--- src/hdl/spf_regs.vh ---
// Constants shared by the serial flash front end: opcodes, status layout, timing
`ifndef SPF_REGS_VH
`define SPF_REGS_VH

// ------------------------------------------------------------
// Instruction opcodes
// ------------------------------------------------------------
`define SPF_OP_WRITE_STATUS    8'h01
`define SPF_OP_PAGE_WRITE_CMD  8'h02
`define SPF_OP_READ            8'h03
`define SPF_OP_WRITE_LOCK_CMD  8'h04
`define SPF_OP_READ_STATUS     8'h05
`define SPF_OP_WRITE_UNLOCK    8'h06
`define SPF_OP_SECTOR_ERASE    8'h20
`define SPF_OP_SEC_PROGRAM     8'h42
`define SPF_OP_SEC_READ        8'h48
`define SPF_OP_SEC_LOCK        8'h4A
`define SPF_OP_CHIP_ERASE      8'hC7
`define SPF_OP_BLOCK_ERASE     8'hD8

// ------------------------------------------------------------
// Status byte field positions and reset values
// ------------------------------------------------------------
`define SPF_SR_BUSY            0
`define SPF_SR_LATCH           1
`define SPF_SR_BP_LO           2
`define SPF_SR_BP_HI           4
`define SPF_SR_LOCK            7
`define SPF_BP_RESET           3'h7
`define SPF_LOCK_RESET         1'b0

// ------------------------------------------------------------
// Array organisation
// ------------------------------------------------------------
`define SPF_ADDR_W             18
`define SPF_ARRAY_BYTES        262144
`define SPF_PAGE_BYTES         256
`define SPF_SECTOR_BYTES       4096
`define SPF_BLOCK_BYTES        65536

// ------------------------------------------------------------
// Array request operations
// ------------------------------------------------------------
`define SPF_ARR_READ           3'h0
`define SPF_ARR_PROG           3'h1
`define SPF_ARR_SECTOR_ERASE   3'h2
`define SPF_ARR_BLOCK_ERASE    3'h3
`define SPF_ARR_CHIP_ERASE     3'h4
`define SPF_ARR_SEC_READ       3'h5
`define SPF_ARR_SEC_PROG       3'h6

// ------------------------------------------------------------
// Internal cycle times in ns and the clock period
// ------------------------------------------------------------
`define SPF_CLK_NS             4
`define SPF_T_PP_NS            1500000
`define SPF_T_SE_NS            90000000
`define SPF_T_BE_NS            500000000
`define SPF_T_CE_NS            2000000000
`define SPF_T_W_NS             10000000

`endif

--- src/hdl/spf_front_end.v ---
// Serial flash front end: pin framing, shifting, status, protection, array requests
`timescale 1ns/1ps
`include "spf_regs.vh"

module spf_front_end #(
  parameter T_PP_CYC = `SPF_T_PP_NS / `SPF_CLK_NS,
  parameter T_SE_CYC = `SPF_T_SE_NS / `SPF_CLK_NS,
  parameter T_BE_CYC = `SPF_T_BE_NS / `SPF_CLK_NS,
  parameter T_CE_CYC = `SPF_T_CE_NS / `SPF_CLK_NS,
  parameter T_W_CYC  = `SPF_T_W_NS / `SPF_CLK_NS
) (
  input  wire        clk_in,
  input  wire        reset_in,
  input  wire        sck_in,
  input  wire        select_n_in,
  input  wire        serial_in,
  input  wire        pause_n_in,
  input  wire        write_guard_n_in,
  output reg         serial_out,
  output reg         serial_out_en_out,
  output wire        arr_valid_out,
  input  wire        arr_ready_in,
  output wire [2:0]  arr_op_out,
  output wire [17:0] arr_addr_out,
  output wire [7:0]  arr_data_out,
  input  wire        arr_rvalid_in,
  input  wire [7:0]  arr_rdata_in,
  output reg         busy_flag_out,
  output reg         write_latch_out,
  output reg  [2:0]  block_protect_out,
  output reg         status_write_lock_out,
  output reg         otp_lock_out,
  output reg         overrun_out
);

  // ------------------------------------------------------------
  // Frame states
  // ------------------------------------------------------------
  localparam [4:0] ST_IDLE = 5'b00001;
  localparam [4:0] ST_CMD  = 5'b00010;
  localparam [4:0] ST_ADDR = 5'b00100;
  localparam [4:0] ST_DATA = 5'b01000;
  localparam [4:0] ST_IGN  = 5'b10000;

  wire [4:0]  pins_s;
  reg         sck_prev;
  reg         cs_prev;
  reg         frame;
  reg  [4:0]  state;
  reg  [2:0]  bit_cnt;
  reg  [6:0]  rx_sh;
  reg  [7:0]  cmd;
  reg  [23:0] addr;
  reg  [1:0]  addr_cnt;
  reg         addr_done;
  reg  [8:0]  prog_cnt;
  reg  [7:0]  sr_new;
  reg         sr_got;
  reg  [7:0]  tx_sh;
  reg  [7:0]  rdata;
  reg  [31:0] busy_cnt;
  reg         push_valid;
  reg  [28:0] push_word;
  reg         ev_push;
  reg  [28:0] ev_word;
  reg  [31:0] next_busy;
  reg         ev_busy;
  wire        buf_ready;

  // Pin order: {sck, select_n, serial_in, pause_n, write_guard_n}
  spf_sync #(.W(5)) u_sync (
    .clk_in   (clk_in),
    .reset_in (reset_in),
    .async_in ({sck_in, select_n_in, serial_in, pause_n_in, write_guard_n_in}),
    .sync_out (pins_s)
  );

  wire s_sck   = pins_s[4];
  wire s_cs_n  = pins_s[3];
  wire s_din   = pins_s[2];
  wire s_pause = pins_s[1];
  wire s_wg_n  = pins_s[0];

  // ------------------------------------------------------------
  // Edge finding on the sampled link clock and select
  // ------------------------------------------------------------
  wire cs_fall   = cs_prev & ~s_cs_n;
  wire cs_rise   = ~cs_prev & s_cs_n;
  wire live      = frame & ~s_cs_n & s_pause;
  wire rx_edge   = live & s_sck & ~sck_prev;
  wire tx_edge   = live & ~s_sck & sck_prev;
  wire byte_done = rx_edge & (bit_cnt == 3'd7);
  wire [7:0]  new_byte  = {rx_sh, s_din};
  wire [23:0] addr_last = {addr[15:0], new_byte};
  wire        busy      = (busy_cnt != 32'h0000_0000);
  // Any nonzero low protect pair guards the whole array; coarse but safe
  wire        prot      = (block_protect_out[1:0] != 2'b00);
  wire        write_latch       = write_latch_out;
  wire        whole     = (bit_cnt == 3'd0);
  wire [7:0]  status    = {status_write_lock_out, 2'b00, block_protect_out, write_latch, busy};

  // ------------------------------------------------------------
  // Array request and busy time for this cycle's event
  // ------------------------------------------------------------
  always @* begin
    ev_push   = 1'b0;
    ev_word   = {`SPF_ARR_READ, addr[17:0], 8'h00};
    ev_busy   = 1'b0;
    next_busy = 32'h0000_0000;
    if (byte_done && state == ST_ADDR && addr_cnt == 2'd2) begin
      if (cmd == `SPF_OP_READ) begin
        ev_push = 1'b1;
        ev_word = {`SPF_ARR_READ, addr_last[17:0], 8'h00};
      end else if (cmd == `SPF_OP_SEC_READ) begin
        ev_push = 1'b1;
        ev_word = {`SPF_ARR_SEC_READ, 10'h000, addr_last[7:0], 8'h00};
      end
    end else if (byte_done && state == ST_DATA) begin
      if (cmd == `SPF_OP_READ) begin
        ev_push = 1'b1;
        ev_word = {`SPF_ARR_READ, addr[17:0] + 18'h0_0001, 8'h00};
      end else if (cmd == `SPF_OP_SEC_READ) begin
        ev_push = 1'b1;
        ev_word = {`SPF_ARR_SEC_READ, 10'h000, addr[7:0] + 8'h01, 8'h00};
      end else if (cmd == `SPF_OP_PAGE_WRITE_CMD && write_latch && !prot) begin
        ev_push = 1'b1;
        ev_word = {`SPF_ARR_PROG, addr[17:0], new_byte};
      end else if (cmd == `SPF_OP_SEC_PROGRAM && write_latch && !otp_lock_out) begin
        ev_push = 1'b1;
        ev_word = {`SPF_ARR_SEC_PROG, 10'h000, addr[7:0], new_byte};
      end
    end else if (cs_rise && frame && whole && write_latch && !busy) begin
      // Erase and program cycles start only when the frame closes on a byte
      if (cmd == `SPF_OP_SECTOR_ERASE && addr_done && !prot) begin
        ev_push   = 1'b1;
        ev_word   = {`SPF_ARR_SECTOR_ERASE, addr[17:12], 12'h000, 8'hFF};
        ev_busy   = 1'b1;
        next_busy = T_SE_CYC;
      end else if (cmd == `SPF_OP_BLOCK_ERASE && addr_done && !prot) begin
        ev_push   = 1'b1;
        ev_word   = {`SPF_ARR_BLOCK_ERASE, addr[17:16], 16'h0000, 8'hFF};
        ev_busy   = 1'b1;
        next_busy = T_BE_CYC;
      end else if (cmd == `SPF_OP_CHIP_ERASE && !prot) begin
        ev_push   = 1'b1;
        ev_word   = {`SPF_ARR_CHIP_ERASE, 18'h0_0000, 8'hFF};
        ev_busy   = 1'b1;
        next_busy = T_CE_CYC;
      end else if ((cmd == `SPF_OP_PAGE_WRITE_CMD || cmd == `SPF_OP_SEC_PROGRAM) &&
                   prog_cnt != 9'h000) begin
        ev_busy   = 1'b1;
        next_busy = T_PP_CYC;
      end else if (cmd == `SPF_OP_WRITE_STATUS && sr_got && s_wg_n) begin
        ev_busy   = 1'b1;
        next_busy = T_W_CYC;
      end
    end
  end

  // ------------------------------------------------------------
  // Frame control, receive shifter, command decode
  // ------------------------------------------------------------
  always @(posedge clk_in) begin
    if (reset_in) begin
      sck_prev  <= 1'b0;
      cs_prev   <= 1'b0;     // Treated as low so a rise must come first
      frame     <= 1'b0;
      state     <= ST_IDLE;
      bit_cnt   <= 3'd0;
      rx_sh     <= 7'h00;
      cmd       <= 8'h00;
      addr      <= 24'h00_0000;
      addr_cnt  <= 2'd0;
      addr_done <= 1'b0;
      prog_cnt  <= 9'h000;
      sr_new    <= 8'h00;
      sr_got    <= 1'b0;
    end else begin
      sck_prev <= s_sck;
      cs_prev  <= s_cs_n;
      if (cs_fall) begin
        frame     <= 1'b1;
        state     <= ST_CMD;
        bit_cnt   <= 3'd0;
        addr_cnt  <= 2'd0;
        addr_done <= 1'b0;
        prog_cnt  <= 9'h000;
        sr_got    <= 1'b0;
      end else if (cs_rise) begin
        frame <= 1'b0;
        state <= ST_IDLE;
      end else if (rx_edge) begin
        bit_cnt <= bit_cnt + 3'd1;
        rx_sh   <= new_byte[6:0];
        if (bit_cnt == 3'd7) begin
          case (state)
            ST_CMD: begin
              cmd <= new_byte;
              if (busy && new_byte != `SPF_OP_READ_STATUS)
                state <= ST_IGN;
              else if (new_byte == `SPF_OP_READ_STATUS || new_byte == `SPF_OP_WRITE_STATUS)
                state <= ST_DATA;
              else if (new_byte == `SPF_OP_READ || new_byte == `SPF_OP_PAGE_WRITE_CMD ||
                       new_byte == `SPF_OP_SECTOR_ERASE || new_byte == `SPF_OP_BLOCK_ERASE ||
                       new_byte == `SPF_OP_SEC_PROGRAM || new_byte == `SPF_OP_SEC_READ)
                state <= ST_ADDR;
              else
                state <= ST_IGN;
            end
            ST_ADDR: begin
              addr     <= addr_last;
              addr_cnt <= addr_cnt + 2'd1;
              if (addr_cnt == 2'd2) begin
                addr_done <= 1'b1;
                state     <= (cmd == `SPF_OP_SECTOR_ERASE || cmd == `SPF_OP_BLOCK_ERASE) ?
                             ST_IGN : ST_DATA;
              end
            end
            ST_DATA: begin
              if (cmd == `SPF_OP_WRITE_STATUS) begin
                sr_new <= new_byte;
                sr_got <= 1'b1;
                state  <= ST_IGN;
              end else if (cmd == `SPF_OP_READ) begin
                addr <= addr + 24'h00_0001;
              end else if (cmd != `SPF_OP_READ_STATUS) begin
                // Column wraps inside the page; page bits never move
                addr[7:0] <= addr[7:0] + 8'h01;
                if (prog_cnt != 9'h100)
                  prog_cnt <= prog_cnt + 9'h001;
              end
            end
            default: state <= state;
          endcase
        end
      end
    end
  end

  // ------------------------------------------------------------
  // Status bits, write latch and busy timer
  // ------------------------------------------------------------
  always @(posedge clk_in) begin
    if (reset_in) begin
      busy_cnt              <= 32'h0000_0000;
      busy_flag_out         <= 1'b0;
      write_latch_out       <= 1'b0;
      block_protect_out     <= `SPF_BP_RESET;
      status_write_lock_out <= `SPF_LOCK_RESET;
      otp_lock_out          <= 1'b0;
    end else begin
      busy_flag_out <= busy | ev_busy;
      if (ev_busy)
        busy_cnt <= next_busy;
      else if (busy)
        busy_cnt <= busy_cnt - 32'h0000_0001;
      if (byte_done && state == ST_CMD && !busy) begin
        if (new_byte == `SPF_OP_WRITE_UNLOCK)
          write_latch_out <= 1'b1;
        else if (new_byte == `SPF_OP_WRITE_LOCK_CMD)
          write_latch_out <= 1'b0;
        else if (new_byte == `SPF_OP_SEC_LOCK && write_latch) begin
          otp_lock_out    <= 1'b1;
          write_latch_out <= 1'b0;
        end
      end
      if (cs_rise && frame && whole && write_latch && !busy) begin
        if (cmd == `SPF_OP_WRITE_STATUS && sr_got && s_wg_n) begin
          block_protect_out     <= sr_new[`SPF_SR_BP_HI:`SPF_SR_BP_LO];
          status_write_lock_out <= sr_new[`SPF_SR_LOCK];
        end
        if (ev_busy)
          write_latch_out <= 1'b0;
      end
    end
  end

  // ------------------------------------------------------------
  // Transmit shifter; loads a whole byte at each byte boundary
  // ------------------------------------------------------------
  always @(posedge clk_in) begin
    if (reset_in) begin
      tx_sh             <= 8'h00;
      serial_out        <= 1'b0;
      serial_out_en_out <= 1'b0;
      rdata             <= 8'h00;
    end else begin
      serial_out_en_out <= live & (state == ST_DATA) & (cmd != `SPF_OP_WRITE_STATUS);
      if (arr_rvalid_in)
        rdata <= arr_rdata_in;
      if (tx_edge) begin
        if (whole && state == ST_DATA) begin
          serial_out <= (cmd == `SPF_OP_READ_STATUS) ? status[7] : rdata[7];
          tx_sh      <= (cmd == `SPF_OP_READ_STATUS) ? {status[6:0], 1'b0} :
                        {rdata[6:0], 1'b0};
        end else begin
          serial_out <= tx_sh[7];
          tx_sh      <= {tx_sh[6:0], 1'b0};
        end
      end
    end
  end

  // ------------------------------------------------------------
  // Request staging; a word the buffer cannot take is flagged
  // ------------------------------------------------------------
  always @(posedge clk_in) begin
    if (reset_in) begin
      push_valid  <= 1'b0;
      push_word   <= 29'h0000_0000;
      overrun_out <= 1'b0;
    end else begin
      if (push_valid && buf_ready)
        push_valid <= 1'b0;
      if (ev_push) begin
        push_valid <= 1'b1;
        push_word  <= ev_word;
        if (push_valid && !buf_ready)
          overrun_out <= 1'b1;
      end
    end
  end

  spf_buf #(.W(29)) u_buf (
    .clk_in        (clk_in),
    .reset_in      (reset_in),
    .in_valid_in   (push_valid),
    .in_ready_out  (buf_ready),
    .in_data_in    (push_word),
    .out_valid_out (arr_valid_out),
    .out_ready_in  (arr_ready_in),
    .out_data_out  ({arr_op_out, arr_addr_out, arr_data_out})
  );

endmodule

--- src/hdl/spf_sync.v ---
// Two-flop synchroniser for a group of asynchronous pin levels
`timescale 1ns/1ps

module spf_sync #(
  parameter W = 5
) (
  input  wire         clk_in,
  input  wire         reset_in,
  input  wire [W-1:0] async_in,
  output wire [W-1:0] sync_out
);

  reg [W-1:0] stage1;
  reg [W-1:0] stage2;

  // ------------------------------------------------------------
  // Per-bit synchroniser; stage1 is read only by stage2
  // ------------------------------------------------------------
  // Reset low: a select held low since power-up must not show a false fall
  genvar i;
  generate
    for (i = 0; i < W; i = i + 1) begin : g_bit
      always @(posedge clk_in) begin
        if (reset_in) begin
          stage1[i] <= 1'b0;
          stage2[i] <= 1'b0;
        end else begin
          stage1[i] <= async_in[i];
          stage2[i] <= stage1[i];
        end
      end
    end
  endgenerate

  assign sync_out = stage2;

endmodule

--- src/hdl/spf_buf.v ---
// Two-entry valid/ready buffer with registered outputs
`timescale 1ns/1ps

module spf_buf #(
  parameter W = 29
) (
  input  wire         clk_in,
  input  wire         reset_in,
  input  wire         in_valid_in,
  output wire         in_ready_out,
  input  wire [W-1:0] in_data_in,
  output wire         out_valid_out,
  input  wire         out_ready_in,
  output wire [W-1:0] out_data_out
);

  reg [W-1:0] head;
  reg         head_v;
  reg [W-1:0] tail;
  reg         tail_v;

  wire pop  = head_v & out_ready_in;
  wire push = in_valid_in & ~tail_v;

  // ------------------------------------------------------------
  // Head feeds the outputs straight from flops; tail absorbs a stall
  // ------------------------------------------------------------
  always @(posedge clk_in) begin
    if (reset_in) begin
      head   <= {W{1'b0}};
      head_v <= 1'b0;
      tail   <= {W{1'b0}};
      tail_v <= 1'b0;
    end else if (!head_v || pop) begin
      if (tail_v) begin
        head   <= tail;
        head_v <= 1'b1;
        tail_v <= 1'b0;
      end else if (push) begin
        head   <= in_data_in;
        head_v <= 1'b1;
      end else begin
        head_v <= 1'b0;
      end
    end else if (push) begin
      tail   <= in_data_in;
      tail_v <= 1'b1;
    end
  end

  assign in_ready_out  = ~tail_v;
  assign out_valid_out = head_v;
  assign out_data_out  = head;

endmodule

--- config.mk ---
export PLATFORM = sky130hd
export DESIGN_NAME = spf_front_end
export DESIGN_NICKNAME = d
export VERILOG_FILES = /design/src/hdl/spf_front_end.v /design/src/hdl/spf_sync.v /design/src/hdl/spf_buf.v
export VERILOG_INCLUDE_DIRS = /design/src /design/src/hdl
export SDC_FILE = /design/constraint.sdc
export NUM_CORES = 1
export LEC_CHECK = 0
export BUFFER_PORTS_ARGS = -buffer_cell sky130_fd_sc_hd__buf_2
export CAP_MARGIN = 10
export CORE_UTILIZATION = 55
export CTS_CLUSTER_SIZE = 10
export DETAILED_ROUTE_END_ITERATION = 7
export PLACE_DENSITY = 0.74
export SLEW_MARGIN = 20
export SYNTH_ARGS = -nofsm -noshare
export SYNTH_HDL_FRONTEND = slang
export SYNTH_SLANG_ARGS = --single-unit
--- constraint.sdc ---
create_clock -name clk_in -period 5.18 [get_ports clk_in]
set_clock_uncertainty 0.05 [all_clocks]
set_input_delay 0 -clock clk_in [delete_from_list [all_inputs] [get_ports clk_in]]
set_output_delay 0 -clock clk_in [all_outputs]
set_load 0.005 [all_outputs]
## Word-level counts from Yosys, hierarchy flattened

Index checks and enable logic that the tools add are counted.

| word-level totals | value |
|---|---|
| register bits | 229 |
| input port bits | 17 |
| output and inout bits | 40 |
| logic and storage cells | 259 |

| operators by class | value |
|---|---|
| $add $sub $neg | 7 |
| eq/ne operators | 36 |
| multiplexer cells | 76 |
| bitwise operators | 26 |
| reductions and logical operators | 72 |

Operators by type and width:

| operator | count |
|---|---|
| 2-to-1 mux 29 bit | 20 |
| 2-to-1 mux 32 bit | 2 |
| case mux 24 bit (2 select lines) | 1 |
| 2-to-1 mux 22 bit | 2 |
| equality test 8 x 7 -> 1 bit (second input constant) | 5 |
| 2-to-1 mux 1 bit | 34 |
| equality test 8 x 2 -> 1 bit (second input constant) | 4 |
| equality test 8 x 3 -> 1 bit (second input constant) | 4 |
| 2-to-1 mux 8 bit | 4 |
| nonzero test 32 bit | 1 |
| subtractor 32 x 1 -> 32 bit (second input constant) | 1 |
| 2-to-1 mux 5 bit | 6 |
| logical AND 1 bit | 26 |
| AND reduction 5 bit | 5 |
| adder 24 x 1 -> 24 bit (second input constant) | 1 |
| equality test 8 bit (second input constant) | 3 |
| 2-to-1 mux 24 bit | 1 |
| adder 18 x 1 -> 18 bit (second input constant) | 1 |
| equality test 8 x 1 -> 1 bit (second input constant) | 2 |
| equality test 8 x 6 -> 1 bit (second input constant) | 2 |
| 2-to-1 mux 16 bit | 1 |
| inequality test 8 x 3 -> 1 bit (second input constant) | 2 |
| case mux 5 bit (3 select lines) | 1 |
| AND reduction 7 bit | 2 |
| other kinds (34) | 86 |

## Longest topological paths before layout

| logic depth | value |
|---|---|
| word-level depth | 14 |
| depth in mapped cells | 11 |
| depth with buffers taken out | 9 |

## Modules after synthesis

Synthesis repeated with hierarchy kept, for this count alone.

| unflattened totals | value |
|---|---|
| cell total of the unflattened synthesis | 1306 |
| area, all modules | 10771.6 um2 |

Modules (own cells, without submodules):

| module | times used | cells each | area each (um2) |
|---|---|---|---|
| spf_front_end | 1 | 1017 | 8046.5 |
| spf_buf | 1 | 269 | 2462.4 |
| spf_sync | 1 | 20 | 262.8 |

## Least setup slack after synthesis

OpenSTA, ideal clock, no wires.

| timing | value |
|---|---|
| path type | register to register |
| start | reg busy_cnt[18] |
| end | reg push_word[7] |
| library setup time | 0.117 ns |
| arrival | 2.627 ns |
| required time | 5.013 ns |
| path slack | 2.387 ns |
| cell stages (with the launch flop) | 11 |
| buffers on the path | 3 |
| clock period less this slack | 2.793 ns |
| cell sequence | dfxtp_1 > or3_4 > or4_4 > buf_6 > or4_1 > buf_2 > a21oi_4 > o21a_2 > nor2_2 > buf_6 > a22o_1 |

| between the ends | value |
|---|---|
| longest elaborated chain between the ends | 6 |

Ends and longest elaborated chain:

| what | line | RTL |
|---|---|---|
| start: declaration | spf_front_end.v:61 | `reg [31:0] busy_cnt;` |
| start signal: assignment | spf_front_end.v:254 | `busy_cnt <= next_busy;` |
| start signal: assignment | spf_front_end.v:256 | `busy_cnt <= busy_cnt - 32'h0000_0001;` |
| nonzero test 32 bit * | spf_front_end.v:95 | `wire busy = (busy_cnt != 32'h0000_0000);` |
| logical NOT 1 bit * | spf_front_end.v:132 | `end else if (cs_rise && frame && whole && write_latch && !busy) begin` |
| logical AND 1 bit * | spf_front_end.v:132 |  |
| 2-to-1 mux 29 bit / 2-to-1 mux 1 bit (equally long branches) | spf_front_end.v:132 |  |
| 2-to-1 mux 29 bit / 2-to-1 mux 1 bit (equally long branches) | spf_front_end.v:118 | `end else if (byte_done && state == ST_DATA) begin` |
| 2-to-1 mux 29 bit / 2-to-1 mux 1 bit (equally long branches) | spf_front_end.v:110 | `if (byte_done && state == ST_ADDR && addr_cnt == 2'd2) begin` |
| end signal: assignment | spf_front_end.v:317 | `push_word <= ev_word;` |
| end: declaration | spf_front_end.v:63 | `reg [28:0] push_word;` |

Every way passes the cells marked *; elsewhere a longest branch is shown, timed or not.
A chain may end at the register's enable or synchronous reset.

## Final worst setup path

| timing | value |
|---|---|
| start | reg state[3] |
| end | reg addr[8] |

| between the ends | value |
|---|---|
| longest elaborated chain between the ends | 3 |

Ends and longest elaborated chain:

| what | line | RTL |
|---|---|---|
| start: declaration | spf_front_end.v:49 | `reg [4:0] state;` |
| start signal: assignment | spf_front_end.v:215 | `` state <= (cmd == `SPF_OP_SECTOR_ERASE \|\| cmd == `SPF_OP_BLOCK_ERASE) ? `` |
| start signal: assignment | spf_front_end.v:233 | `default: state <= state;` |
| equality test 5 x 4 -> 1 bit / equality test 5 x 3 -> 1 bit (equally long branches) | spf_front_end.v:196 | `case (state)` |
| inequality test 2 bit (no source line) / nonzero test 2 bit (equally long branches) | n/a |  |
| AND reduction 7 bit (no source line) | n/a |  |
| end signal: assignment | spf_front_end.v:211 | `addr <= addr_last;` |
| end signal: assignment | spf_front_end.v:225 | `addr <= addr + 24'h00_0001;` |
| end: declaration | spf_front_end.v:53 | `reg [23:0] addr;` |

Several ways; a longest one is shown, not always the timed one.

==> qor.yml <==
ys_top_cells_by_area: "dfxtp_1 (41%), nand2_1 (7.0%), nor2_1 (5.8%)"
tritoncts: "done"
yosysTopAreaCellShare_pct: 41.20
place_ws_ps: 1710
syn_area_mm2: 0.01059
postSynthRegisterBits: 218
synth_area_per_cell_um2: 7.970
antenna_found_initial: 0
worst_pin_slew_ps: 1066
synthArstFlopShare_pct: 0
finalWirelength_mm: 26.80
slew_headroom_pct: 28.31
drive_gt1_share_pct: 8.517
diodes: 0
wl_per_cell_um: 16.79
area_delta_synth_final_pct: 12.28
max_freq_mhz: 277.1
ys.flop_type: "dfxtp_1"
cp_slowest_cell: "and2_1"
cpPeakStageDelay_ps: 830
cts-root-buf: "clkbuf_16"
final_nets: 1386
grt_pass1_vias: 8686
dr.pass1.iters: 5
clk_pin_slew_ps: 60
clock_latency_ps: 520
synth_edf_count: 0
dp_hpwl_mm: 17.91
grt.overflow.total: 0
drcViolationCount: 0
path_max_fanout: 22
yosys_warnings: 0
grt_pass1_wl_mm: 43.90
crit_top_cell: "a21oi_1"
synth_cell_types: 68
rsz0062_at_grt: "false"
max-clock-path-buffers: 3
vdd_ir_drop_max_uv: 292.6
required_ps: 5480
crit_path_start_kind: "flip-flop"
finalSetupViolCount: 0
critPathCaptureType: "flip-flop"
grt_max_degree: 100
tns_ps: 0
arrival_ps: 3910
ios: 57
finalWeightedCongestion: 0.9723
syn_inst: 1329
die_h_um: 140.8
multi_input_area_mm2: 0.005798
drtIter0Drc: 793
finalHoldViolCount: 0
power_leakage_uw: 0.004134
initial_utilization_pct: 56.44
layout_setup_ws_ps: 1572
vias: 9539
worstPathCellList: "nor4b_1 > and2_1 > a21oi_1 > nor3_1 > o21ai_0 > a21oi_1 > nor2_1"
drv_cap: 0
portBuffers: 56
fin_crit_sh_pct: 69.66
seq_area_mm2: 0.004365
grt_use_total_pct: 26.95
outcome: "completed"
fillers: 1625
die_area_mm2: 0.01982
synth_nets: 1358
cts_sinks: 218
synth_area_leader_cell: "dfxtp_1"
row_count: 50
vias_per_cell: 5.977
ant_nets: 0
h-tree-depth: 1
die_x_um: 140.8
slew_viol_final: 0
period_minus_slack_ps: 3608
critPathKind: "reg -> reg"
hold_path.class: "in -> reg"
yosysSeqAreaShare_pct: 41.20
core_mm2: 0.01877
p_per_area_mw_per_mm2: 376.7
cts_made_buffers: 26
[per-layer routing]
layer  vias to the layer above  routed length [um]  GRT usage (%)
met2                       376               11630          42.13
met3                        75                1782          3.906
met1                      4341               12420          37.43
li1                       4747                   -              -
met4                         0                 970          10.70
met5                         -                   0              0
[timing repair]
item / in CTS / in global routing
endpoints found under the setup margin: 0 / 0
setup buffers: 0 / 0
gates resized for setup: 0 / 0
hold buffers: 29 / 0
hold endpoints to repair: 30 / 0
[synth_stat cells (3+ instances only)]
cell type,number
ha_1,12
o21ai_0,51
and2_1,8
buf_2,3
dfxtp_1,218
xor2_1,21
nor2b_1,19
buf_6,3
a22oi_1,19
a22o_1,12
or3_1,9
nor4b_1,9
a21oi_1,114
o22ai_1,5
a211oi_1,47
o31ai_1,8
nor3_1,37
xnor2_1,21
and4_1,7
a221oi_1,5
buf_1,6
or2_2,4
nand3_1,39
nand2_1,198
nand3b_1,8
inv_1,20
clkbuf_1,82
or4_1,5
o211ai_1,5
mux2i_1,58
and3_1,17
a311oi_1,3
a31oi_1,5
nand4_1,14
nor3b_1,7
nor2_1,165
nand4b_1,6
nor4_1,16
a21o_1,5
nand2b_1,5
[registers in the layout, indices dropped and copies added (netlist names), 7 cells and up]
| register | cells |
|---|---|
| busy_cnt | 32 |
| push_word | 29 |
| u_buf.out_data_out | 29 |
| u_buf.tail | 29 |
| addr | 18 |
| prog_cnt | 9 |
| cmd | 8 |
| rdata | 8 |
| rx_sh | 7 |
| tx_sh | 7 |
[critical path: cells and delay by family, from the launching register on]
kind             cells  cell delay, ps
AND/OR/NAND/NOR      4            2320
AO/OA/AOI/OAI        3             610
flip-flops           1             460
[cell type report]
| class | count | area share (%) |
|---|---|---|
| Tap cell | 234 | 2.462 |
| Sequential cell | 218 | 36.70 |
| Clock inverter | 3 | 0.1262 |
| Inverter | 20 | 0.6312 |
| Multi-Input combinational cell | 997 | 48.75 |
| Timing Repair Buffer | 94 | 5.554 |
| Clock buffer | 30 | 5.775 |
[worst paths after layout]
kind         slack (ps)  cells past startpoint                         from                             to
max                1570                      7        state[3]$_SDFFE_PP0P_           addr[8]$_SDFFE_PP0P_
min                 180                      3             write_guard_n_in    u_sync.stage1[0]$_SDFF_PP0_
max reg2reg        1570                      7        state[3]$_SDFFE_PP0P_           addr[8]$_SDFFE_PP0P_
min reg2reg         390                      1  u_sync.stage1[1]$_SDFF_PP0_  u_sync.sync_out[1]$_SDFF_PP0_
[logic make-up (layout without fill, tap and decap cells)]
family | after synthesis | after routing | synth area share, %
and+or+nand+nor | 586 | 586 | 26.39
AOI/OAI and AO/OA | 299 | 299 | 17.75
DFF | 218 | 218 | 41.20
buffers and inverters | 114 | 147 | 4.288
muxes | 58 | 58 | 5.481
xor gates and xnor gates | 42 | 42 | 3.473
adders and majority gates | 12 | 12 | 1.417
[placed cells by master, fill, tap and decap left out, drive strengths merged, types with 10 or more instances in the layout]
master and n:
nand3 39, xor2 21, nand4 14, nand2 198, a22oi 19, dfxtp 218
and3 17, inv 20, dlygate4sd3 29, a22o 12, nor4 17, clkbuf 30
nor2b 19, mux2i 58, xnor2 21, nor2 167, o21ai 53, buf 65
a21oi 115, or3 10, a211oi 47, ha 12, nor3 38
[through the flow]
| step | power (uW) | hold slack [ps] | cell area [um^2] | utilization (%) | instances |
|---|---|---|---|---|---|
| 5_1_grt | 4704 | 185.4 | 11890 | 63.37 | 1596 |
| 2_1_floorplan | 2730 | 78.18 | 10590 | - | 1329 |
| 3_3_place_gp | 2897 | 158.7 | 10870 | 57.90 | 1532 |
| 6_report | 4481 | 179.1 | 11890 | 63.37 | 1596 |
| 4_1_cts | 4493 | 167.7 | 11860 | 63.19 | 1594 |
| 3_5_place_dp | 2913 | 168.4 | 10870 | 57.90 | 1532 |
[power by group]
group | internal (uW) | switching [uW]
Sequential | 1810 | 122
Combinational | 411 | 585
Clock | 920 | 638
No activity file was read; power rests on OpenSTA's default activity.
